File: config.mk
export PLATFORM = sky130hd
export DESIGN_NAME = l1ci_fsm
export DESIGN_NICKNAME = d
export VERILOG_FILES = /design/src/l1ci_fsm.v /design/src/l1ci_cmd_filter.v
export VERILOG_INCLUDE_DIRS = /design/src /design/src/src
export SDC_FILE = /design/constraint.sdc
export NUM_CORES = 1
export LEC_CHECK = 0
export BUFFER_PORTS_ARGS = -buffer_cell sky130_fd_sc_hd__buf_2
export CORE_MARGIN = 2
export CORE_UTILIZATION = 55
export CTS_CLUSTER_DIAMETER = 120
export DETAILED_ROUTE_END_ITERATION = 8
export PLACE_DENSITY = 0.76
export SLEW_MARGIN = 15
export SYNTH_ARGS = -nofsm -noshare
export SYNTH_HDL_FRONTEND = slang
export SYNTH_HIERARCHICAL = 1
export SYNTH_SLANG_ARGS = --single-unit
File: constraint.sdc
create_clock -name clock_i -period 2.6 [get_ports clock_i]
set_clock_uncertainty 0.05 [all_clocks]
set_input_delay 0.52 -clock clock_i [delete_from_list [all_inputs] [get_ports clock_i]]
set_output_delay 0.52 -clock clock_i [all_outputs]
set_load 0.1 [all_outputs]
File: src/l1ci_consts.vh
`ifndef L1CI_CONSTS_VH
`define L1CI_CONSTS_VH
// ==========================================
// command codes, terminal side
`define L1CI_CMD_CLOCK_REQUEST   4'h0
`define L1CI_CMD_FSM_RESET       4'h1
`define L1CI_CMD_SINGLE_PULSE    4'h2
`define L1CI_CMD_CONT_PULSE      4'h3
`define L1CI_CMD_ACT_PRIO_LOW    4'h8
`define L1CI_CMD_ACT_PRIO_HIGH   4'h9
`define L1CI_CMD_ACT_LOOPBACK    4'hA
`define L1CI_CMD_DEACT_IND       4'hF
// ==========================================
// command codes, line-termination side
`define L1CI_CMD_DEACT_REQUEST   4'h0
`define L1CI_CMD_ACT_REQ_DOWN    4'h8
`define L1CI_CMD_DEACT_CONFIRM   4'hF
// ==========================================
// indication codes
`define L1CI_IND_DEACT_REQUEST   4'h0
`define L1CI_IND_RESET_ACK       4'h1
`define L1CI_IND_TEST_MODE_ACK   4'h2
`define L1CI_IND_RECV_UNSYNC     4'h4
`define L1CI_IND_DEACT_FROM_SYNC 4'h5
`define L1CI_IND_POWERED_UP      4'h7
`define L1CI_IND_ACT_REQUEST     4'h8
`define L1CI_IND_LOOP_CLOSED     4'hA
`define L1CI_IND_ILLEGAL_VIOL    4'hB
`define L1CI_IND_ACT_PRIO_LOW    4'hC
`define L1CI_IND_ACT_PRIO_HIGH   4'hD
`define L1CI_IND_LOOP_ACTIVATED  4'hE
`define L1CI_IND_DEACT_CONFIRM   4'hF
// ==========================================
// receive info classes
`define L1CI_RX_INFO0            2'h0
`define L1CI_RX_INFO2            2'h1
`define L1CI_RX_INFO4            2'h2
`define L1CI_RX_INFOX            2'h3
// ==========================================
// transmit info select
`define L1CI_TX_INFO0            3'h0
`define L1CI_TX_INFO1            3'h1
`define L1CI_TX_INFO2            3'h2
`define L1CI_TX_INFO3            3'h3
`define L1CI_TX_INFO4            3'h4
`define L1CI_TX_SINGLE_PULSE     3'h5
`define L1CI_TX_CONT_PULSE       3'h6
// ==========================================
// line patterns and timing
`define L1CI_INFO1_PATTERN       8'h3F
`define L1CI_CLK_HZ              25000000
`define L1CI_INFO0_WAIT_MS       16
`define L1CI_DEACT_TIMER_MS      32
`define L1CI_INFO0_WAIT_CYC      ((`L1CI_CLK_HZ / 1000) * `L1CI_INFO0_WAIT_MS)
`define L1CI_DEACT_TIMER_CYC     ((`L1CI_CLK_HZ / 1000) * `L1CI_DEACT_TIMER_MS)
`define L1CI_CMD_STABLE_FRAMES   2'h2
`endif

File: src/l1ci_fsm.v
`timescale 1ns/1ps
`default_nettype none
`include "l1ci_consts.vh"
// ==========================================
// Overview of operation
// - 1000 low-priority, 1001 high-priority activation
// - 1010 activates loop A, tx disable optional
// - command 0001 resets the state machine
// - command 0000 requests clocks to run
// - 0010 sends one pulse per frame
// - 0011 sends pulses continuously
// - data transparent when active; terminal side only while activation held
// - deactivation indicates 0000, or 0101 from sync
// - reset acks 0001, pulse tests ack 0010
// - signal without sync indicates 0100
// - clocks supplied after power-up indicate 0111
// - info2 1000, loop closed 1010, active 1110
// - illegal violation 1011 only when enabled
// - info4 gives 1100 or 1101 by priority
// - quiescent state stops clocks when selected
// - info1 repeats 00111111, info3 framed
// - receive classes info0, 2, 4, X
// - line side: command 1000 or 1010 during info0, or any signal, starts info2
// - line side: lost sync sends info2, resumes
// - deactivation after 16 ms info0 or 32 ms
// - hold final deactivation until confirm
module l1ci_fsm #(
	parameter INFO0_WAIT_CYC  = `L1CI_INFO0_WAIT_CYC,
	parameter DEACT_TIMER_CYC = `L1CI_DEACT_TIMER_CYC
) (
	input  wire       clock_i,
	input  wire       srst_i,
	input  wire       line_term_mode_i,
	input  wire       frame_strobe_i,
	input  wire [3:0] cmd_code_i,
	input  wire       rx_signal_i,
	input  wire       rx_sync_i,
	input  wire       rx_a_bit_i,
	input  wire       rx_high_prio_i,
	input  wire       rx_illegal_viol_i,
	input  wire       illegal_violation_enable_i,
	input  wire       transmit_disable_i,
	input  wire       clock_shutdown_select_i,
	output reg  [3:0] ind_code_o,
	output reg  [2:0] tx_info_o,
	output reg        tx_pattern_bit_o,
	output reg        loop_closed_o,
	output reg        loop_tx_blank_o,
	output reg        transparent_o,
	output reg        clocks_enable_o
);
	// ==========================================
	// states
	localparam [3:0] ST_RESET      = 4'h0;
	localparam [3:0] ST_DEACT      = 4'h1;
	localparam [3:0] ST_POWER_UP   = 4'h2;
	localparam [3:0] ST_PEND_ACT   = 4'h3;
	localparam [3:0] ST_UNSYNC     = 4'h4;
	localparam [3:0] ST_SYNC       = 4'h5;
	localparam [3:0] ST_ACTIVE     = 4'h6;
	localparam [3:0] ST_LOST_FRAME = 4'h7;
	localparam [3:0] ST_PEND_DEACT = 4'h8;
	localparam [3:0] ST_LOOP_CLOSE = 4'h9;
	localparam [3:0] ST_LOOP_ACT   = 4'hA;
	localparam [3:0] ST_TEST       = 4'hB;
	localparam [3:0] ST_WAIT_DC    = 4'hC;
	localparam [3:0] ST_G2_PEND    = 4'hD;
	localparam [3:0] ST_G2_LOST    = 4'hE;
	localparam [31:0] INFO0_LIM    = INFO0_WAIT_CYC;
	localparam [31:0] DEACT_LIM    = DEACT_TIMER_CYC;
	localparam [7:0]  INFO1_PAT    = `L1CI_INFO1_PATTERN;

	// ==========================================
	// command latch
	wire [3:0] cmd_w;
	wire       cmd_new_w;

	l1ci_cmd_filter u_cmd_filter (
		.clock_i        (clock_i),
		.srst_i         (srst_i),
		.frame_strobe_i (frame_strobe_i),
		.cmd_code_i     (cmd_code_i),
		.cmd_latched_o  (cmd_w),
		.cmd_new_o      (cmd_new_w)
	);

	// ==========================================
	// receive classification
	reg [1:0] rx_class;
	always @* begin
		if (!rx_signal_i)
			rx_class = `L1CI_RX_INFO0;
		else if (rx_sync_i && !rx_a_bit_i)
			rx_class = `L1CI_RX_INFO2;
		else if (rx_sync_i && rx_a_bit_i)
			rx_class = `L1CI_RX_INFO4;
		else
			rx_class = `L1CI_RX_INFOX;
	end

	wire cmd_act_w  = (cmd_w == `L1CI_CMD_ACT_PRIO_LOW) || (cmd_w == `L1CI_CMD_ACT_PRIO_HIGH) ||
	                  (cmd_w == `L1CI_CMD_ACT_LOOPBACK);
	wire cmd_test_w = (cmd_w == `L1CI_CMD_SINGLE_PULSE) || (cmd_w == `L1CI_CMD_CONT_PULSE);

	// ==========================================
	// state, timers, indication
	reg [3:0]  state_q, state_d;
	reg [3:0]  ind_d;
	reg [31:0] info0_cnt_q;
	reg [31:0] deact_cnt_q;
	reg        test_cont_q;
	reg [2:0]  bit_idx_q;

	wire info0_done_w = (info0_cnt_q >= INFO0_LIM);
	wire deact_done_w = (deact_cnt_q >= DEACT_LIM);

	always @* begin
		state_d = state_q;
		ind_d   = ind_code_o;
		// unconditional commands first; test mode is never re-entered from itself
		if (cmd_new_w && cmd_w == `L1CI_CMD_FSM_RESET) begin
			state_d = ST_RESET;
		end else if (cmd_new_w && cmd_test_w && state_q != ST_TEST) begin
			state_d = ST_TEST;
		end else if (!line_term_mode_i && cmd_new_w && cmd_w == `L1CI_CMD_ACT_LOOPBACK &&
		             state_q != ST_LOOP_CLOSE && state_q != ST_LOOP_ACT) begin
			state_d = ST_LOOP_CLOSE;
		end else if (line_term_mode_i) begin
			case (state_q)
				ST_RESET, ST_TEST, ST_WAIT_DC: begin
					if (cmd_w == `L1CI_CMD_DEACT_CONFIRM && cmd_new_w)
						state_d = ST_DEACT;
				end
				ST_DEACT, ST_POWER_UP: begin
					if (rx_class == `L1CI_RX_INFO0 && rx_signal_i == 1'b0 && cmd_new_w &&
					    (cmd_w == `L1CI_CMD_ACT_REQ_DOWN || cmd_w == `L1CI_CMD_ACT_LOOPBACK))
						state_d = ST_G2_PEND;
					else if (rx_signal_i)
						state_d = ST_G2_PEND;
				end
				ST_G2_PEND, ST_G2_LOST: begin
					if (cmd_new_w && cmd_w == `L1CI_CMD_DEACT_REQUEST)
						state_d = ST_PEND_DEACT;
					else if (rx_sync_i)
						state_d = ST_ACTIVE;
				end
				ST_ACTIVE: begin
					if (cmd_new_w && cmd_w == `L1CI_CMD_DEACT_REQUEST)
						state_d = ST_PEND_DEACT;
					else if (!rx_sync_i)
						state_d = ST_G2_LOST;
				end
				ST_PEND_DEACT: begin
					if (info0_done_w || deact_done_w)
						state_d = ST_WAIT_DC;
				end
				default: state_d = ST_DEACT;
			endcase
		end else begin
			case (state_q)
				ST_RESET, ST_TEST: begin
					if (cmd_new_w && cmd_w == `L1CI_CMD_DEACT_IND)
						state_d = ST_DEACT;
				end
				ST_DEACT: begin
					if (cmd_w == `L1CI_CMD_CLOCK_REQUEST)
						state_d = ST_POWER_UP;
					else if (cmd_act_w)
						state_d = ST_PEND_ACT;
					else if (rx_class == `L1CI_RX_INFO2)
						state_d = ST_SYNC;
					else if (rx_class == `L1CI_RX_INFO4)
						state_d = ST_ACTIVE;
				end
				ST_POWER_UP, ST_PEND_ACT, ST_UNSYNC: begin
					if (cmd_new_w && cmd_w == `L1CI_CMD_DEACT_IND)
						state_d = ST_DEACT;
					else if (cmd_act_w && state_q == ST_POWER_UP)
						state_d = ST_PEND_ACT;
					else if (rx_class == `L1CI_RX_INFO2)
						state_d = ST_SYNC;
					else if (rx_class == `L1CI_RX_INFO4)
						state_d = ST_ACTIVE;
					else if (rx_class == `L1CI_RX_INFOX)
						state_d = ST_UNSYNC;
				end
				ST_SYNC: begin
					if (rx_class == `L1CI_RX_INFO0)
						state_d = ST_PEND_DEACT;
					else if (rx_class == `L1CI_RX_INFO4)
						state_d = ST_ACTIVE;
					else if (rx_class == `L1CI_RX_INFOX)
						state_d = ST_LOST_FRAME;
				end
				ST_ACTIVE, ST_LOST_FRAME: begin
					if (rx_class == `L1CI_RX_INFO0)
						state_d = ST_PEND_DEACT;
					else if (rx_class == `L1CI_RX_INFO2)
						state_d = ST_SYNC;
					else if (rx_class == `L1CI_RX_INFO4)
						state_d = ST_ACTIVE;
					else
						state_d = ST_LOST_FRAME;
				end
				ST_PEND_DEACT: begin
					if (cmd_new_w && cmd_w == `L1CI_CMD_DEACT_IND)
						state_d = ST_DEACT;
				end
				ST_LOOP_CLOSE: begin
					if (cmd_w != `L1CI_CMD_ACT_LOOPBACK)
						state_d = ST_DEACT;
					else if (rx_sync_i)
						state_d = ST_LOOP_ACT;
				end
				ST_LOOP_ACT: begin
					if (cmd_w != `L1CI_CMD_ACT_LOOPBACK)
						state_d = ST_DEACT;
					else if (!rx_sync_i)
						state_d = ST_LOOP_CLOSE;
				end
				default: state_d = ST_DEACT;
			endcase
		end

		case (state_d)
			ST_RESET:      ind_d = `L1CI_IND_RESET_ACK;
			ST_TEST:       ind_d = `L1CI_IND_TEST_MODE_ACK;
			ST_DEACT:      ind_d = `L1CI_IND_DEACT_CONFIRM;
			ST_POWER_UP:   ind_d = line_term_mode_i ? `L1CI_IND_DEACT_CONFIRM : `L1CI_IND_POWERED_UP;
			ST_PEND_ACT:   ind_d = `L1CI_IND_DEACT_CONFIRM;
			ST_UNSYNC:     ind_d = `L1CI_IND_RECV_UNSYNC;
			ST_SYNC:       ind_d = `L1CI_IND_ACT_REQUEST;
			ST_ACTIVE:     ind_d = line_term_mode_i ? `L1CI_IND_ACT_PRIO_LOW :
			                       (rx_high_prio_i ? `L1CI_IND_ACT_PRIO_HIGH : `L1CI_IND_ACT_PRIO_LOW);
			ST_LOST_FRAME: ind_d = `L1CI_IND_RECV_UNSYNC;
			// line side: interim code while the timers run, so the final one marks expiry
			ST_PEND_DEACT: ind_d = line_term_mode_i ? `L1CI_IND_DEACT_REQUEST :
			                       (state_q == ST_SYNC ? `L1CI_IND_DEACT_FROM_SYNC :
			                        (state_q == ST_PEND_DEACT ? ind_code_o : `L1CI_IND_DEACT_REQUEST));
			ST_LOOP_CLOSE: ind_d = `L1CI_IND_LOOP_CLOSED;
			ST_LOOP_ACT:   ind_d = `L1CI_IND_LOOP_ACTIVATED;
			ST_WAIT_DC:    ind_d = `L1CI_IND_DEACT_CONFIRM;
			ST_G2_PEND:    ind_d = `L1CI_IND_ACT_REQUEST;
			ST_G2_LOST:    ind_d = `L1CI_IND_RECV_UNSYNC;
			default:       ind_d = `L1CI_IND_DEACT_CONFIRM;
		endcase
		// a violation report overrides in every state but reset and test while reporting is on
		if (rx_illegal_viol_i && illegal_violation_enable_i && state_d != ST_RESET && state_d != ST_TEST)
			ind_d = `L1CI_IND_ILLEGAL_VIOL;
	end

	// ==========================================
	// registers
	always @(posedge clock_i) begin
		if (srst_i) begin
			state_q          <= ST_RESET;
			ind_code_o       <= `L1CI_IND_RESET_ACK;
			info0_cnt_q      <= 32'h0;
			deact_cnt_q      <= 32'h0;
			test_cont_q      <= 1'b0;
			bit_idx_q        <= 3'h0;
			tx_info_o        <= `L1CI_TX_INFO0;
			tx_pattern_bit_o <= 1'b0;
			loop_closed_o    <= 1'b0;
			loop_tx_blank_o  <= 1'b0;
			transparent_o    <= 1'b0;
			clocks_enable_o  <= 1'b1;
		end else begin
			state_q <= state_d;
			// held code goes out on every frame slot until the state, the priority or a violation report changes it
			ind_code_o <= ind_d;
			if (state_q == ST_PEND_DEACT && line_term_mode_i) begin
				deact_cnt_q <= deact_cnt_q + 32'h1;
				info0_cnt_q <= rx_signal_i ? 32'h0 : info0_cnt_q + 32'h1;
			end else begin
				deact_cnt_q <= 32'h0;
				info0_cnt_q <= 32'h0;
			end
			if (cmd_new_w && cmd_test_w)
				test_cont_q <= (cmd_w == `L1CI_CMD_CONT_PULSE);
			bit_idx_q <= bit_idx_q + 3'h1;
			tx_pattern_bit_o <= INFO1_PAT[3'h7 - bit_idx_q];
			case (state_d)
				// a fresh test command decides; the held flag may be from the previous test
				ST_TEST:       tx_info_o <= ((cmd_new_w && cmd_test_w) ? (cmd_w == `L1CI_CMD_CONT_PULSE) :
				                            test_cont_q) ? `L1CI_TX_CONT_PULSE : `L1CI_TX_SINGLE_PULSE;
				ST_PEND_ACT:   tx_info_o <= `L1CI_TX_INFO1;
				ST_SYNC, ST_ACTIVE, ST_LOOP_CLOSE, ST_LOOP_ACT:
				               tx_info_o <= line_term_mode_i ? `L1CI_TX_INFO4 : `L1CI_TX_INFO3;
				ST_G2_PEND, ST_G2_LOST:
				               tx_info_o <= `L1CI_TX_INFO2;
				default:       tx_info_o <= `L1CI_TX_INFO0;
			endcase
			loop_closed_o   <= (state_d == ST_LOOP_CLOSE) || (state_d == ST_LOOP_ACT) ||
			                   (line_term_mode_i && state_d == ST_G2_PEND && cmd_w == `L1CI_CMD_ACT_LOOPBACK);
			loop_tx_blank_o <= transmit_disable_i && ((state_d == ST_LOOP_CLOSE) || (state_d == ST_LOOP_ACT));
			// on the terminal side, dropping the request for two frames in a row blocks the user channels
			transparent_o   <= ((state_d == ST_ACTIVE) || (state_d == ST_LOOP_ACT)) &&
			                   (line_term_mode_i || cmd_act_w);
			clocks_enable_o <= !(clock_shutdown_select_i && state_d == ST_DEACT &&
			                     (cmd_w != `L1CI_CMD_CLOCK_REQUEST));
		end
	end
endmodule
`default_nettype wire

File: src/l1ci_cmd_filter.v
`timescale 1ns/1ps
`default_nettype none
`include "l1ci_consts.vh"
// ==========================================
// command latch: a code must be seen on consecutive frames
module l1ci_cmd_filter (
	input  wire       clock_i,
	input  wire       srst_i,
	input  wire       frame_strobe_i,
	input  wire [3:0] cmd_code_i,
	output reg  [3:0] cmd_latched_o,
	output reg        cmd_new_o
);
	reg [3:0] last_q;
	reg [1:0] same_q;

	always @(posedge clock_i) begin
		if (srst_i) begin
			last_q        <= 4'hF;
			same_q        <= 2'h0;
			cmd_latched_o <= 4'hF;
			cmd_new_o     <= 1'b0;
		end else begin
			cmd_new_o <= 1'b0;
			if (frame_strobe_i) begin
				last_q <= cmd_code_i;
				if (cmd_code_i != last_q) begin
					same_q <= 2'h1;
				end else if (same_q != `L1CI_CMD_STABLE_FRAMES) begin
					same_q <= same_q + 2'h1;
					// glitch rejection: one odd frame never reaches the machine
					if (same_q + 2'h1 == `L1CI_CMD_STABLE_FRAMES) begin
						cmd_latched_o <= cmd_code_i;
						cmd_new_o     <= 1'b1;
					end
				end
			end
		end
	end
endmodule
`default_nettype wire

==> flow_summary.toml <==
[yosys]
ys_types = 87
ys_seq_elements = 95
synth_top_family_by_area = "simple AND/OR/NAND/NOR gates"
synth-seq-area-share = 0.368
async_flop_share = 0
synthXorXnorAreaFrac = 0.111
synthCells = 606
synth.avg_cell_area_sq_um = 8.54
synthesis.area_sq_mm = 0.00517
synthSimpleGateAreaFrac = 0.294
synth_edf_count = 0
synth_fa_ha_area_frac = 0.0194
ys_warn_count = 6
synth_compound_area_frac = 0.142
synth_ff_type = "dfxtp_1"
muxShareOfSynthArea = 0.0135
synth_nets = 630

[sta]
finalSetupTns_ps = -1370
fmax_mhz = 354
whs_ps = 351
finalHoldViolations = 0
finalMaxSlewViolations = 0
rsz0062_at_grt = "yes"
max_slew_margin = 0.672
final.min_clock_period_ps = 2830
finalSetupViolations = 9
setup_ws_ps = -227
tightest_slew_ps = 495
finalCritPeriodShare = 1.09

[clocking]
cts_root_buf = "clkbuf_8"
cts_sinks = 95
cts-buffers-inserted = 9
hold_buffers = 0
tritoncts = "built"
htree_levels = 3
clk_latency_ps = 380
path_clk_slew_ps = 110
cts_buffer_depth = 2

[critical_path]
crit_family = "compound AO/OA/AOI/OAI gates"
path_max_fanout = 8
worstPathCellList = "buf_4 > nor4b_4 > nand3_2 > a311oi_4 > o31ai_4 > o21ai_4 > buf_6 > nand4_1 > a41oi_2 > a21boi_1"
path_buf_inv = 2
cp_slowest_cell = "dfxtp_2"
arrival_ps = 3080
crit_path_end_kind = "register"
path_class = "register to register"
cp-start-kind = "register"
max_stage_delay_ps = 400
cp.required_ps = 2850

[layout]
final_common_cell = "buf_4"
final_cell_mix = "buf_4, nor2_1, dfxtp_1, xor2_1, nand2_1"
seq_area_sq_mm = 0.00192
drive_gt1_frac = 0.311
nets = 759
area_growth_syn_to_layout_pct = 27.6
diodes = 0
fin_util = 0.718
stdcell_area_sq_mm = 0.00660
multi_input_area_sq_mm = 0.00321
fillers = 706

[grt]
grt_pass1_wl_mm = 21.7
antenna_found_initial = 0
overflow = 0
grt_pass1_vias = 4677
grt_max_degree = 38
grt_usage = 0.263

[place]
io_buffers = 27
dp_hpwl_mm = 9.39
place_congestion = 0.984
placed_area_sq_mm = 0.00606

[power]
power.switching_mw = 1.07
leakage_nw = 2.53
clockPowerShare = 0.299
seqPwrFrac = 0.468
switching_share = 0.330
vdd_drop_max_uv = 304
fin_total_pwr_mw = 3.25
intPower_mw = 2.18
powerDensity_mw_per_mm2 = 493
power.share.combinational = 0.234

[run_status]
status = "finished, violations left"
violations = "negative setup slack"

[drt]
vias = 4859
drt_iter0_drc = 249
wl_mm = 13.2
dr.pass1.iters = 5
drt-wirelength-per-cell_um = 15.5
drc = 0
ant_nets = 0
viasPerCell = 5.71

[floorplan]
die_w_um = 101
die_area_sq_mm = 0.0102
core-area_sq_mm = 0.00920
num_rows = 35
floorplan.initialDensity = 0.562
fp.dieH_um = 101
io_pins = 28

[flow_run]
cap_violations = 0

[min_path]
hp-class = "input pin to register"
==> layout make-up <==
type	instances	area share
multi-input cells	464	0.487
flip-flops and latches	95	0.292
inverters	22	0.0125
well taps	111	0.0210
clock inverters	7	0.0106
repair buffers	143	0.159
clock buffers	9	0.0188
==> layer usage <==
layer  track usage  share of wire  up-vias
li1              -              -     2406
met1         0.335           0.44     2286
met2         0.448           0.49      137
met3        0.0465          0.047       30
met4        0.0956          0.024        0
met5             0              0        -
==> synthesized netlist by cell type, types with 5 or more instances <==
| cell type | count | area share |
|---|---|---|
| nor2_1 | 107 | 0.078 |
| dfxtp_1 | 95 | 0.37 |
| xor2_1 | 45 | 0.076 |
| nand2_1 | 37 | 0.027 |
| nand3_1 | 35 | 0.034 |
| inv_1 | 20 | 0.015 |
| xnor2_1 | 17 | 0.029 |
| nor3_1 | 15 | 0.015 |
| nor4_1 | 14 | 0.017 |
| nand4_1 | 13 | 0.016 |
| and3_1 | 12 | 0.015 |
| clkbuf_1 | 11 | 0.0080 |
| o21ai_0 | 11 | 0.011 |
| a21oi_1 | 9 | 0.0087 |
| nor2b_1 | 9 | 0.011 |
| buf_6 | 8 | 0.017 |
| ha_1 | 8 | 0.019 |
| mux2i_1 | 7 | 0.014 |
| or3_1 | 7 | 0.0085 |
| a21o_1 | 6 | 0.0087 |
| a31oi_1 | 6 | 0.0073 |
| o211ai_1 | 6 | 0.0087 |
| o21a_1 | 6 | 0.0087 |
| a211o_1 | 5 | 0.0085 |
| nand2b_1 | 5 | 0.0060 |
==> through the flow <==
| stage | cells | setup slack (ps) |
|---|---|---|
| after global placement | 822 | -275 |
| after floorplan | 606 | -9.55 |
| after CTS | 845 | -135 |
| final | 851 | -227 |
| after global routing | 851 | -366 |
| after detailed placement | 822 | -311 |
==> power by group through the flow <==
stage,Sequential (mW),Clock (mW),Combinational [mW]
floorplan,1.68,0,0.293
global route,1.53,1.05,0.804
global placement,1.55,0,0.644
detailed placement,1.55,0,0.654
CTS,1.52,0.998,0.696
finish,1.52,0.972,0.760
==> sequential cells by signal (all words and copies together), names as in the netlist <==
name	cells
u_cmd_filter/cmd_new_o	1
tx_info_o	3
clocks_enable_o	1
u_cmd_filter/same_q	2
info0_cnt_q	32
bit_idx_q	3
loop_closed_o	1
tx_pattern_bit_o	1
test_cont_q	1
u_cmd_filter/cmd_latched_o	4
ind_code_o	4
u_cmd_filter/last_q	4
state_q	4
loop_tx_blank_o	1
deact_cnt_q	32
transparent_o	1
==> logic make-up (layout without fill, tap and decap cells) <==
kind of cell,Yosys count,in the layout
multiplexers,7,7
AND/OR/NAND/NOR,290,290
buffers and inverters,47,181
adder cells (fa/ha/maj),8,8
XOR/XNOR,64,64
AO/OA/AOI/OAI,95,95
flip-flops,95,95
==> timing repair <==
action / 4_1_cts / 5_1_grt
gates resized for setup: 35 / 22
setup buffers: 8 / 6
pin swaps: 17 / 5
endpoints found under the setup margin: 10 / 12
==> final timing paths <==
check,startpoint,endpoint,slack [ps],cells after the start
max,state_q[2],ind_code_o[2],-230,10
min reg2reg,bit_idx_q[0],bit_idx_q[0],380,1
max reg2reg,state_q[2],ind_code_o[2],-230,10
min,cmd_code_i[1],u_cmd_filter/last_q[1],350,2
No activity file was read; power rests on OpenSTA's default activity.
